**src/core/imc_pkg.sv**
```systemverilog
// Constants for the interrupt mode control block: register address, field
// positions, reset values and the number of interrupt request levels.
// Assumes an 8-bit CPU core that reaches the register by its register address.
//
// Behaviour
// - Bits 4..2 select which interrupt level, 0 to 7, is processed fast.
// - Fast processing applies only while bit 1 is set; otherwise it is off.
// - Requests of any level are serviced only while global enable bit 0 is set.
// - At most one level, the one held in the select field, is fast.

package imc_pkg;

    // =========================================================================
    // Register map
    // =========================================================================
    localparam logic [7:0] IMC_ADDR_SYSTEM_MODE_CONTROL = 8'hDE;

    // =========================================================================
    // Field layout
    // =========================================================================
    localparam int         IMC_BIT_GLOBAL_EN = 0;
    localparam int         IMC_BIT_FAST_EN   = 1;
    localparam int         IMC_SEL_LSB       = 2;
    localparam int         IMC_SEL_MSB       = 4;
    localparam int         IMC_SEL_W         = IMC_SEL_MSB - IMC_SEL_LSB + 1;
    localparam int         IMC_NUM_LEVELS    = 8;

    // =========================================================================
    // Reset values
    // =========================================================================
    localparam logic       IMC_RST_GLOBAL_EN = 1'h0;
    localparam logic       IMC_RST_FAST_EN   = 1'h0;
    localparam logic [2:0] IMC_RST_LEVEL_SEL = 3'h0;
    localparam logic [7:0] IMC_RD_IDLE       = 8'h00;

    typedef logic [IMC_SEL_W-1:0] imc_sel_t;

endpackage

```
**src/core/imc_gate_if.sv**
```systemverilog
// Interface carrying the control bits and the request lines between the
// register module and the level gate, and the gated results back.
// Assumes both ends run on the same clock.
`timescale 1ns/1ps
`default_nettype none

interface imc_gate_if #(
    parameter int LEVELS = 8
);
    logic                global_en;
    logic                fast_en;
    imc_pkg::imc_sel_t   level_sel;
    logic [LEVELS-1:0]   irq_lines;
    logic [LEVELS-1:0]   serviced;
    logic [LEVELS-1:0]   fast_hit;

    modport ctrl (
        output global_en,
        output fast_en,
        output level_sel,
        output irq_lines,
        input  serviced,
        input  fast_hit
    );

    modport gate (
        input  global_en,
        input  fast_en,
        input  level_sel,
        input  irq_lines,
        output serviced,
        output fast_hit
    );
endinterface

`default_nettype wire

```
**src/core/imc_level_gate.sv**
```systemverilog
// Combinational gate: masks request lines with the global enable and marks
// the one level chosen for fast processing.
// Assumes the control bits come straight from the mode register.
`timescale 1ns/1ps
`default_nettype none

module imc_level_gate #(
    parameter int LEVELS = 8
) (
    // Control and request lines
    imc_gate_if.gate g
);

    // =========================================================================
    // One-hot decode of the level select field
    // =========================================================================
    function automatic logic [LEVELS-1:0] imc_onehot(input imc_pkg::imc_sel_t sel);
        logic [LEVELS-1:0] v;
        v = '0;
        v[sel] = 1'b1;
        return v;
    endfunction

    logic [LEVELS-1:0] fast_mask;

    always_comb begin
        fast_mask = imc_onehot(g.level_sel);
    end

    genvar i;
    generate
        for (i = 0; i < LEVELS; i++) begin : gen_lvl
            assign g.serviced[i] = g.irq_lines[i] & g.global_en;
            assign g.fast_hit[i] = g.irq_lines[i] & g.global_en & g.fast_en
                                   & fast_mask[i];
        end
    endgenerate

endmodule

`default_nettype wire

```
**src/core/imc_mode_ctrl.sv**
```systemverilog
// System mode control register for interrupt handling and the registered
// request outputs toward the CPU core.
// Assumes register accesses and request levels are synchronous to clk_i.
`timescale 1ns/1ps
`default_nettype none

module imc_mode_ctrl #(
    parameter int LEVELS = imc_pkg::IMC_NUM_LEVELS
) (
    // Clock and reset
    input  wire logic              clk_i,
    input  wire logic              reset_n_i,
    // Core register port
    input  wire logic [7:0]        reg_addr_i,
    input  wire logic              reg_wr_i,
    input  wire logic [7:0]        reg_wdata_i,
    input  wire logic              reg_rd_i,
    output var  logic [7:0]        reg_rdata_o,
    // Enable and disable instruction strobes
    input  wire logic              interrupt_on_instruction_i,
    input  wire logic              interrupt_off_instruction_i,
    // Peripheral request levels
    input  wire logic [LEVELS-1:0] irq_level_i,
    // Gated requests toward the core
    output var  logic [LEVELS-1:0] irq_service_o,
    output var  logic [LEVELS-1:0] irq_fast_o,
    // Mode state
    output var  logic              global_en_o,
    output var  logic              fast_en_o,
    output var  logic [2:0]        fast_level_o
);

    // =========================================================================
    // Register state
    // =========================================================================
    logic                global_en_reg;
    logic                fast_en_reg;
    imc_pkg::imc_sel_t   level_sel_reg;
    logic                addr_hit;
    logic                wr_hit;

    imc_gate_if #(.LEVELS(LEVELS)) gif ();

    assign addr_hit = (reg_addr_i == imc_pkg::IMC_ADDR_SYSTEM_MODE_CONTROL);
    assign wr_hit   = reg_wr_i & addr_hit;

    // The enable instruction wins over a disable or a write in the same cycle.
    always_ff @(posedge clk_i) begin
        if (!reset_n_i) begin
            global_en_reg <= imc_pkg::IMC_RST_GLOBAL_EN;
        end else if (interrupt_on_instruction_i) begin
            global_en_reg <= 1'b1;
        end else if (interrupt_off_instruction_i) begin
            global_en_reg <= 1'b0;
        end else if (wr_hit) begin
            global_en_reg <= reg_wdata_i[imc_pkg::IMC_BIT_GLOBAL_EN];
        end
    end

    always_ff @(posedge clk_i) begin
        if (!reset_n_i) begin
            fast_en_reg <= imc_pkg::IMC_RST_FAST_EN;
        end else if (wr_hit) begin
            fast_en_reg <= reg_wdata_i[imc_pkg::IMC_BIT_FAST_EN];
        end
    end

    always_ff @(posedge clk_i) begin
        if (!reset_n_i) begin
            level_sel_reg <= imc_pkg::IMC_RST_LEVEL_SEL;
        end else if (wr_hit) begin
            level_sel_reg <= reg_wdata_i[imc_pkg::IMC_SEL_MSB:imc_pkg::IMC_SEL_LSB];
        end
    end

    // =========================================================================
    // Read path
    // =========================================================================
    // Unused upper bits and unmapped addresses read as zero.
    always_ff @(posedge clk_i) begin
        if (!reset_n_i) begin
            reg_rdata_o <= imc_pkg::IMC_RD_IDLE;
        end else if (reg_rd_i && addr_hit) begin
            reg_rdata_o <= {3'h0, level_sel_reg, fast_en_reg, global_en_reg};
        end else begin
            reg_rdata_o <= imc_pkg::IMC_RD_IDLE;
        end
    end

    // =========================================================================
    // Level gating
    // =========================================================================
    assign gif.global_en = global_en_reg;
    assign gif.fast_en   = fast_en_reg;
    assign gif.level_sel = level_sel_reg;
    assign gif.irq_lines = irq_level_i;

    imc_level_gate #(.LEVELS(LEVELS)) u_gate (
        .g (gif.gate)
    );

    always_ff @(posedge clk_i) begin
        if (!reset_n_i) begin
            irq_service_o <= '0;
            irq_fast_o    <= '0;
        end else begin
            irq_service_o <= gif.serviced;
            irq_fast_o    <= gif.fast_hit;
        end
    end

    always_ff @(posedge clk_i) begin
        if (!reset_n_i) begin
            global_en_o  <= imc_pkg::IMC_RST_GLOBAL_EN;
            fast_en_o    <= imc_pkg::IMC_RST_FAST_EN;
            fast_level_o <= imc_pkg::IMC_RST_LEVEL_SEL;
        end else begin
            global_en_o  <= global_en_reg;
            fast_en_o    <= fast_en_reg;
            fast_level_o <= level_sel_reg;
        end
    end
endmodule

`default_nettype wire

```
**config.mk**
```make
export PLATFORM = sky130hd
export DESIGN_NAME = imc_mode_ctrl
export DESIGN_NICKNAME = d
export VERILOG_FILES = /design/src/core/imc_pkg.sv /design/src/core/imc_gate_if.sv /design/src/core/imc_level_gate.sv /design/src/core/imc_mode_ctrl.sv
export SDC_FILE = /design/constraint.sdc
export NUM_CORES = 1
export LEC_CHECK = 0
export CAP_MARGIN = 20
export CORE_MARGIN = 2
export CORE_UTILIZATION = 40
export DETAILED_ROUTE_END_ITERATION = 6
export DONT_BUFFER_PORTS = 1
export PLACE_DENSITY = 0.53
export SYNTH_ARGS = -nofsm -noshare
export SYNTH_HDL_FRONTEND = slang
export SYNTH_SLANG_ARGS = --single-unit
```
**constraint.sdc**
```tcl
create_clock -name clk_i -period 1.1 [get_ports clk_i]
set_input_delay 0.11 -clock clk_i [delete_from_list [all_inputs] [get_ports clk_i]]
set_output_delay 0.11 -clock clk_i [all_outputs]
set_load 0.01 [all_outputs]
```
Word-level counts from Yosys, hierarchy flattened
Index checks and enable logic that the tools add are counted.

storage, ports and cells
  logic and storage cells = 47
  bits in read-only memories = 0
  bits in writable memories = 0
  latch bits = 0
  register bits after elaboration = 34
  output and inout port bits = 29
  memories = 0

cells by class
  reductions and logical operators = 4
  divide/modulo/power cells = 0
  add/sub/neg operators = 0
  muxes and demuxes = 5
  equality and inequality tests = 1
  multiply operators = 0
  bitwise operators = 25
  $lt $le $gt $ge = 2
  shift operators = 0

operator list
  cell                                                                                 number
  1-bit bitwise AND                                                                    25
  8-bit == test, second input constant                                                 1
  3-bit by 4-bit < comparator with 1-bit output, second input constant                 1
  1-bit two-way mux                                                                    4
  1-bit demux with 3-bit select                                                        1
  3-bit by 1-bit greater-or-equal comparator with 1-bit output, second input constant  1
  3-bit nonzero test                                                                   1
  1-bit logical AND                                                                    2
  2-bit AND reduction                                                                  1

Logic depth before layout (Yosys ltp)
Gate-level depths: netlist (run 1).

  depth after elaboration = 5
  gate-level depth with buffers = 4
  gate-level depth less buffers = 3

Modules after synthesis
From an unflattened synthesis (run 1), not the netlist that was laid out.

unflattened totals
  cells, all modules = 111
  area total of the unflattened synthesis = 1118.6 µm²

by module, submodules not included
  module          instances  sequential area each (µm²)  cells each  area an instance (µm²)
  imc_mode_ctrl   1          620.6                       88          960.9
  imc_level_gate  1          0.0                         23          157.7

Least setup slack after synthesis (run 1)
Ideal clock, no wire load.

  kind = in2reg
  start = in reg_addr_i[5]
  end = reg global_en_reg (netlist: gif.global_en)
  data arrival time = 0.981 ns
  buffers on the path = 1
  setup time = 0.116 ns
  setup slack = 0.003 ns
  cell stages on the path = 4
  cell sequence = nand4b_1 > or3_1 > buf_6 > a31o_1

on the way
  word-level cells in the longest chain between the ends = 3

ends and longest elaborated chain
  element                              RTL line             source
  start, declared                      imc_mode_ctrl.sv:14  input wire logic [7:0] reg_addr_i,
  8-bit == test                        imc_mode_ctrl.sv:44  assign addr_hit = (reg_addr_i == imc_pkg::IMC_ADDR_SYSTEM_MODE_CONTROL);
  1-bit bitwise AND                    imc_mode_ctrl.sv:45  assign wr_hit = reg_wr_i & addr_hit;
  3-bit nonzero test (no source line)  n/a
  end signal, assigned                 imc_mode_ctrl.sv:50  global_en_reg <= imc_pkg::IMC_RST_GLOBAL_EN;
  end signal, assigned                 imc_mode_ctrl.sv:56  global_en_reg <= reg_wdata_i[imc_pkg::IMC_BIT_GLOBAL_EN];
  end, declared                        imc_mode_ctrl.sv:36  logic global_en_reg;

Every way passes these cells.
A chain may end at the register's enable or synchronous reset.

==> reports/summary.md, run 1 <==
The synthesized area divided by synthesized cell count is 10.8 µm², and the reported leakage power is 0.661 nW. The largest driver fanout on the critical path was 1; the number of nets with antenna violations after detailed routing was 0. Global routing finished with a remaining overflow of 0. The worst setup path is launched from an input pin. The tools report the number of buffers between clock root and the deepest sink as 2.

Across the run, the number of max-cap violations was 0. Gates resized during post-CTS repair numbered 0. The clock edge transition at the registers on the reported setup and hold paths is 90 ps. Number of endpoints with negative hold slack in the final report: 19. In the final layout, the registers with the most flip-flops are irq_fast_o x8, irq_service_o x8, reg_rdata_o x5. The quantity of I/O buffers inserted on ports is 0.

The tightest min-delay check is of the in -> reg type. Yosys printed 0 warnings. The final reports fail on hold timing. The via-per-instance ratio is 4.89. The tools report the number of diodes as 0.

Cells fill 53.8% of the core in the end. In this run the power density over the cells is 1500 nW/µm². The synthesized flop and latch total came out at 31. Data arrives at the worst endpoint at 1330 ps. In this run the vertical extent of the chip is 54.2 µm.

The H-tree was split into 2 levels. The logs give 0.718 for the weighted congestion reported at the end of routability-driven placement and 2940 µm² for the area of the die. The later pin in the worst-skew pair is clocked with a latency of 320 ps. The post-synthesis sequential area ratio was 61.5%. Global routing consumed, over all layers together, 15.1% of the routing resources. Based on the critical path, the design can be clocked at up to 927 MHz. The leading cell type in the layout, fill and taps excluded is sky130_fd_sc_hd__dfxtp_1. The post-route setup TNS is 0 ps. Path type of the worst setup path: in -> reg. The logs give 31 for the clock sink total and 19 for the count of hold-fix buffers inserted at cts. After layout, the worst path uses 98.1% of the clock period.

For this design the top-level I/O count stands at 59. The cell area that synthesis handed to floorplanning was 1010 µm². In this run, the number of DRC markers left after iteration 0 of detailed routing was 9. Number of antenna violations at the first check in global routing: 0. The number of buffers added by the clock tree synthesis step was 5; the die outline width was 54.2 µm. The number of nets in the finished design was 150; the average routed wire per standard cell was 12.7 µm. For the final hold slack, the log shows -84.5 ps.

Once the floorplan was initialized, standard cells occupied 41.5% of the core. The shortest period the worst path allows was 1080 ps; the post-DP HPWL was 1.32 mm. The area added between synthesis and finish was 29.8%. Number of failing setup endpoints in the final timing report: 0. Cells with a size suffix above 1 make up 10.7% of the layout. Leaving out fill and tap cells, the most frequent cells in the layout are sky130_fd_sc_hd__dfxtp_1, sky130_fd_sc_hd__dlygate4sd3_1, sky130_fd_sc_hd__and3_1. The final count of pins violating max slew came out at 0. The gate count of the mapped netlist is 93.

The worst-case IR drop observed on VDD is 1010 µV. For the maximum clock skew at final layout, the log shows 4.48 ps. The run gives 739 as the total vias in the final route. Setup repair after global routing left no endpoint under its margin.

The logs give 3 for the detailed-router iteration count before antenna repair and 675 for the number of global-route vias before repair. The number of design rule violations left after detail routing was 0. In this run the post-CTS setup repair buffer count came out at 0. Counting the fill cells in the layout gives 239. The logs give 18 for the floorplan row count and 21 for the distinct cell type count after synthesis.

The worst setup path is captured at a flip-flop. The root buffer cell is sky130_fd_sc_hd__clkbuf_4. At the worst endpoint, the required time is 1350 ps. The core region is 2430 µm². The flow ran to the end, but the final reports show violations. TritonCTS built the clock tree. Wires add up to 1.92 mm. The first global-routing pass estimated 2.95 mm of wire. Entering global routing, the biggest net connects 24 pins.
-- path summary, 6_finish.rpt --
path / endpoint / slack (ps) / from / cells past startpoint
min reg2reg: fast_level_o[2] / 500 / gif.level_sel[2] / 2
max reg2reg: irq_fast_o[7] / 90 / gif.global_en / 3
max: gif.level_sel[0] / 20 / reg_wdata_i[2] / 4
min: fast_level_o[1] / -80 / reset_n_i / 2
-- where the power goes --
part	internal [mW]	total (mW)	switching, mW
Clock	0.376	0.716	0.340
Combinational	0.0695	0.102	0.0324
Sequential	1.14	1.15	0.0118
Total	1.58	1.97	0.384
-- worst max-delay path, stage by stage --
cell	delay, ps
sky130_fd_sc_hd__dlygate4sd3_1	530
sky130_fd_sc_hd__nand2_1	40
sky130_fd_sc_hd__dlygate4sd3_1	540
sky130_fd_sc_hd__mux2i_1	110
-- synth_stat cells (all sizes together) --
| cell | instances | share of area (%) |
|---|---|---|
| nand2 | 9 | 3.3 |
| and3 | 18 | 11 |
| o31ai | 1 | 0.74 |
| a31o | 1 | 0.87 |
| inv | 7 | 2.6 |
| nor3 | 1 | 0.50 |
| nor4 | 1 | 0.62 |
| buf | 4 | 3.3 |
| conb | 1 | 0.37 |
| nand4b | 3 | 4.1 |
| and2 | 2 | 1.2 |
| or3 | 1 | 0.62 |
| nand3 | 1 | 0.50 |
| clkbuf | 2 | 0.74 |
| nor2 | 2 | 0.74 |
| and4 | 2 | 1.7 |
| dfxtp | 31 | 62 |
| nor2b | 2 | 1.2 |
| mux2i | 4 | 4.0 |
-- through the flow --
stage / setup slack (ps) / instance area (µm²) / cells / hold WS [ps] / power, mW
4_1_cts: 24.6 / 1310 / 151 / -104 / 2.00
5_1_grt: 5.33 / 1310 / 151 / -110 / 2.07
3_5_place_dp: 46.2 / 1050 / 124 / 240 / 1.22
6_report: 21.3 / 1310 / 151 / -84.5 / 1.97
2_1_floorplan: 3.26 / 1020 / 95 / 249 / 1.22
3_3_place_gp: 72.1 / 1050 / 124 / 237 / 1.22
-- routing by layer --
| layer | vias up | part of all wire (%) | global-route usage (%) |
|---|---|---|---|
| met5 | - | 0 | 0 |
| met4 | 0 | 2.2 | 7.50 |
| met3 | 6 | 9.9 | 9.02 |
| met2 | 41 | 52 | 25.7 |
| met1 | 332 | 36 | 14.3 |
| li1 | 360 | - | - |
-- area by class of cell --
class                      count  area, µm²  share of cell area [%]
inverter                       7       26.3                    2.01
tap                           30       37.5                    2.87
timing repair buffer          24        228                    17.4
clock buffer                   8       68.8                    5.26
sequential                    31        621                    47.4
multi-input combinational     51        328                    25.0
-- logic make-up (layout without fill, tap and decap cells) --
kind of cell / Yosys count / after routing / share of synthesized area (%)
simple gates: 42 / 42 / 25.8
flops: 31 / 31 / 61.5
buf+inv: 13 / 39 / 6.70
mux: 4 / 4 / 3.97
compound gates: 2 / 2 / 1.61
other cells: 1 / 3 / 0.372
Note: power is estimated with default switching activity, not from simulation.
==> run 2, diff against run 1 <==
--- a/config.mk
+++ b/config.mk
@@ -6,11 +6,14 @@
 export NUM_CORES = 1
 export LEC_CHECK = 0
 export CAP_MARGIN = 20
+export CORE_ASPECT_RATIO = 2
 export CORE_MARGIN = 2
 export CORE_UTILIZATION = 40
 export DETAILED_ROUTE_END_ITERATION = 6
 export DONT_BUFFER_PORTS = 1
 export PLACE_DENSITY = 0.53
+export REMOVE_ABC_BUFFERS = 1
 export SYNTH_ARGS = -nofsm -noshare
 export SYNTH_HDL_FRONTEND = slang
+export SYNTH_HIERARCHICAL = 1
 export SYNTH_SLANG_ARGS = --single-unit
==> run 2 against run 1 <==
  * Cell area shrank 2.2%
  * The run still ends with hold timing left
  * First-iteration DRC count is 56% lower
  * Combinational power decreased by 39%
  * Highest routed layer unchanged
==> reports/summary.md, run 2 <==
The path type of the worst min-delay path is in -> reg. For the final routed database, the setup TNS stands at 0 ps. For the number of endpoints with negative hold slack in the final report, the log shows 23. STA classifies the critical path endpoint as a flip-flop. Synthesized flop and latch total: 31. Port buffering added 0 buffers. Summed over all cells, the static leakage comes to 0.615 nW. At the worst endpoint, the arrival time is 1240 ps. The post-detailed-routing wire length was 1.92 mm. For this run, the number of Yosys warnings is 6.

Row generation in the floorplan step produced 27 rows. After detailed routing, the number of vias per cell comes to 4.89. The number of diodes was 0. Setup repair after global routing left no endpoint under its margin.

The tools report the final count of pins violating max slew as 0. After routing the design area is 1280 µm². The number of global-route vias before repair is 739, and the area added between synthesis and finish is 14.4%. Final hold slack: -42.2 ps. The logs give 0 for the number of design rule violations left after detail routing and 940 MHz for the maximum clock frequency. The max-capacitance violation count came out at 0. CTS placed an instance of sky130_fd_sc_hd__clkbuf_8 at the clock tree root. At the worst endpoint, the required time is 1270 ps. The die outline width is 41.4 µm.

The clock sink total was 31; the largest driver fanout on the critical path was 4. The remaining global-route overflow is 0. Clock-pin slew was measured on the worst setup and hold paths at 60 ps. In the final layout, the registers with the most flip-flops are irq_fast_o x8, irq_service_o x8, reg_rdata_o x5. The final route contains 738 vias.

Across all register-to-register paths, the minimum setup slack is 40 ps. 59 I/O pins were placed. In this run the vertical extent of the chip is 78.8 µm. TritonCTS built the clock tree.

The run gives 735 µV as the worst voltage drop across the vdd grid. The post-synthesis async set-or-reset flop share is 0%. The period utilization is 96.7%. The mapped netlist covers 1120 µm². The maximum number of pins on one net before global-route repair came out at 29. Area share of the leading cell type in the synthesized netlist: 55.5%.

The checks that failed: hold timing. The tools report the number of antenna violations at the first check in global routing as 0. The standard cell core area came out at 2700 µm². Traced cell by cell, the critical path runs through nand2_2, dlygate4sd3_1, inv_1. The shortest period the worst path allows was 1060 ps; the gate count of the mapped netlist was 111. The post-DP HPWL is 1.45 mm. The effective utilization at floorplan was 41.4%; the critical path's largest stage delay was 540 ps. The clock reaches the later pin of the worst-skew pair after 270 ps.

For this run, the detailed router's first-pass iteration total came to 2. The count of flip-flops with a built-in enable after synthesis came out at 0. Leading cell type in the layout, fill and taps excluded: sky130_fd_sc_hd__and2_1. Counting the buffers created by CTS gives 5. The worst setup path is launched from a flip-flop. The worst setup path is of the reg -> reg kind. The number of DRC markers in iteration 0 is 4. The largest area contributor in the netlist is sky130_fd_sc_hd__dfxtp_1. By area the synthesized netlist is led by sky130_fd_sc_hd__dfxtp_1, sky130_fd_sc_hd__and2_1, sky130_fd_sc_hd__mux2i_1. For this run, the total global-route usage over all layers was measured as 14.2%. The global-route wire length before repair came out at 3.07 mm. Of the synthesized area, sequential elements account for 55.5%.

Leaving out fill and tap cells, the most frequent cells in the layout are sky130_fd_sc_hd__and2_1, sky130_fd_sc_hd__dfxtp_1, sky130_fd_sc_hd__nand2_1. A synthesized cell averages 10.1 µm². The clock passes through at most 2 buffers.

The area of the die was 3260 µm². The run gives 1150 µm² as the cell area reported after detailed placement. For the number of nets with antenna violations after detailed routing, the log shows 0. Counting the fill cells in the layout gives 286.

Slowest stage cell on the critical path: sky130_fd_sc_hd__dlygate4sd3_1. The flow ran to the end, but the final reports show violations. The distinct cell type count after synthesis is 22. For the weighted congestion reported at the end of routability-driven placement, the log shows 0.625. In this run, post-CTS hold repair placed 6 buffers. For the number of failing setup endpoints in the final timing report, the log shows 0.

The tools report the number of nets in the finished design as 153. In the final routed layout, each cell accounts on average for 12.7 µm. In the synthesized netlist the dominant register cell turns out to be sky130_fd_sc_hd__dfxtp_1.

The count of H-tree levels built during CTS is 2. Across the routed clock network, the largest skew measured is 5.58 ps. The fraction of final layout cells sized beyond drive strength 1 works out to 12.3%.

The areal power density over the cells works out to 1550 nW/µm². Counting instances in the post-synthesis netlist gives the leading cell types as sky130_fd_sc_hd__and2_1, sky130_fd_sc_hd__dfxtp_1, sky130_fd_sc_hd__nand2_1.
-- run 2: cell count changes in the layout (fill, tap and decap cells not counted), sizes merged, moves of 2 or more --
cell         previous run  this run
and2                    2        31
nand4b                  3         1
and3                   18         6
clkbuf                  8         6
dlygate4sd3            19         5
-- run 2: layout make-up --
cell class                 count  area (µm²)  share of cell area (%)
tap                           29        36.3                    2.83
timing repair buffer          11        95.1                    7.43
sequential                    31         624                    48.8
multi-input combinational     68         429                    33.5
inverter                       6        22.5                    1.76
clock buffer                   6        72.6                    5.67
-- run 2: what timing repair did --
item | in CTS | in global routing
gates resized for setup | 0 | 4
endpoints found under the hold margin | 25 | 23
buffers inserted | 0 | 0
endpoints found under the setup margin | 0 | 6
-- run 2: critical path, delay by kind of cell, from the launching register on --
kind / cells / cell delay [ps]
and+or+nand+nor: 1 / 60
buffers and inverters: 2 / 580
DFF: 1 / 330
-- run 2: final timing paths --
path                          from          endpoint  cells past startpoint
setup / recovery  gif.level_sel[1]   fast_level_o[1]                      3
setup reg to reg  gif.level_sel[1]   fast_level_o[1]                      3
hold reg to reg        fast_en_reg         fast_en_o                      2
hold / removal           reset_n_i  irq_service_o[0]                      1
-- run 2: metal layers --
metal	up-vias	track usage (%)	part of all wire [%]
met1	328	12.0	30
met3	6	6.98	9.8
met4	0	9.68	3.4
met2	37	23.4	57
met5	-	0	0
li1	367	-	-
-- run 2: kinds of logic (layout without fill, tap and decap cells) --
family	count (synthesis)	after routing	share of synthesized area, %
AOI/OAI and AO/OA	2	2	1.45
buffers and inverters	14	23	7.05
DFF	31	31	55.5
muxes	4	4	3.58
other	1	3	0.335
and+or+nand+nor	59	59	32.1
-- run 2: through the flow --
| stage | util, % | instances | total power, mW | setup WS, ps |
|---|---|---|---|---|
| 3_3_place_gp | 42.6 | 140 | 1.23 | 57.7 |
| 4_1_cts | 47.5 | 152 | 2.02 | 17.6 |
| 2_1_floorplan | - | 105 | 1.22 | 21.6 |
| 6_report | 47.4 | 151 | 1.99 | 36.4 |
| 5_1_grt | 47.4 | 151 | 2.07 | 0.682 |
| 3_5_place_dp | 42.6 | 140 | 1.23 | 51.9 |
-- run 2: power by group --
group | internal [mW] | total [mW] | switching [mW]
Clock | 0.419 | 0.768 | 0.348
Combinational | 0.0390 | 0.0627 | 0.0237
Sequential | 1.14 | 1.15 | 0.0150
Total | 1.60 | 1.99 | 0.387
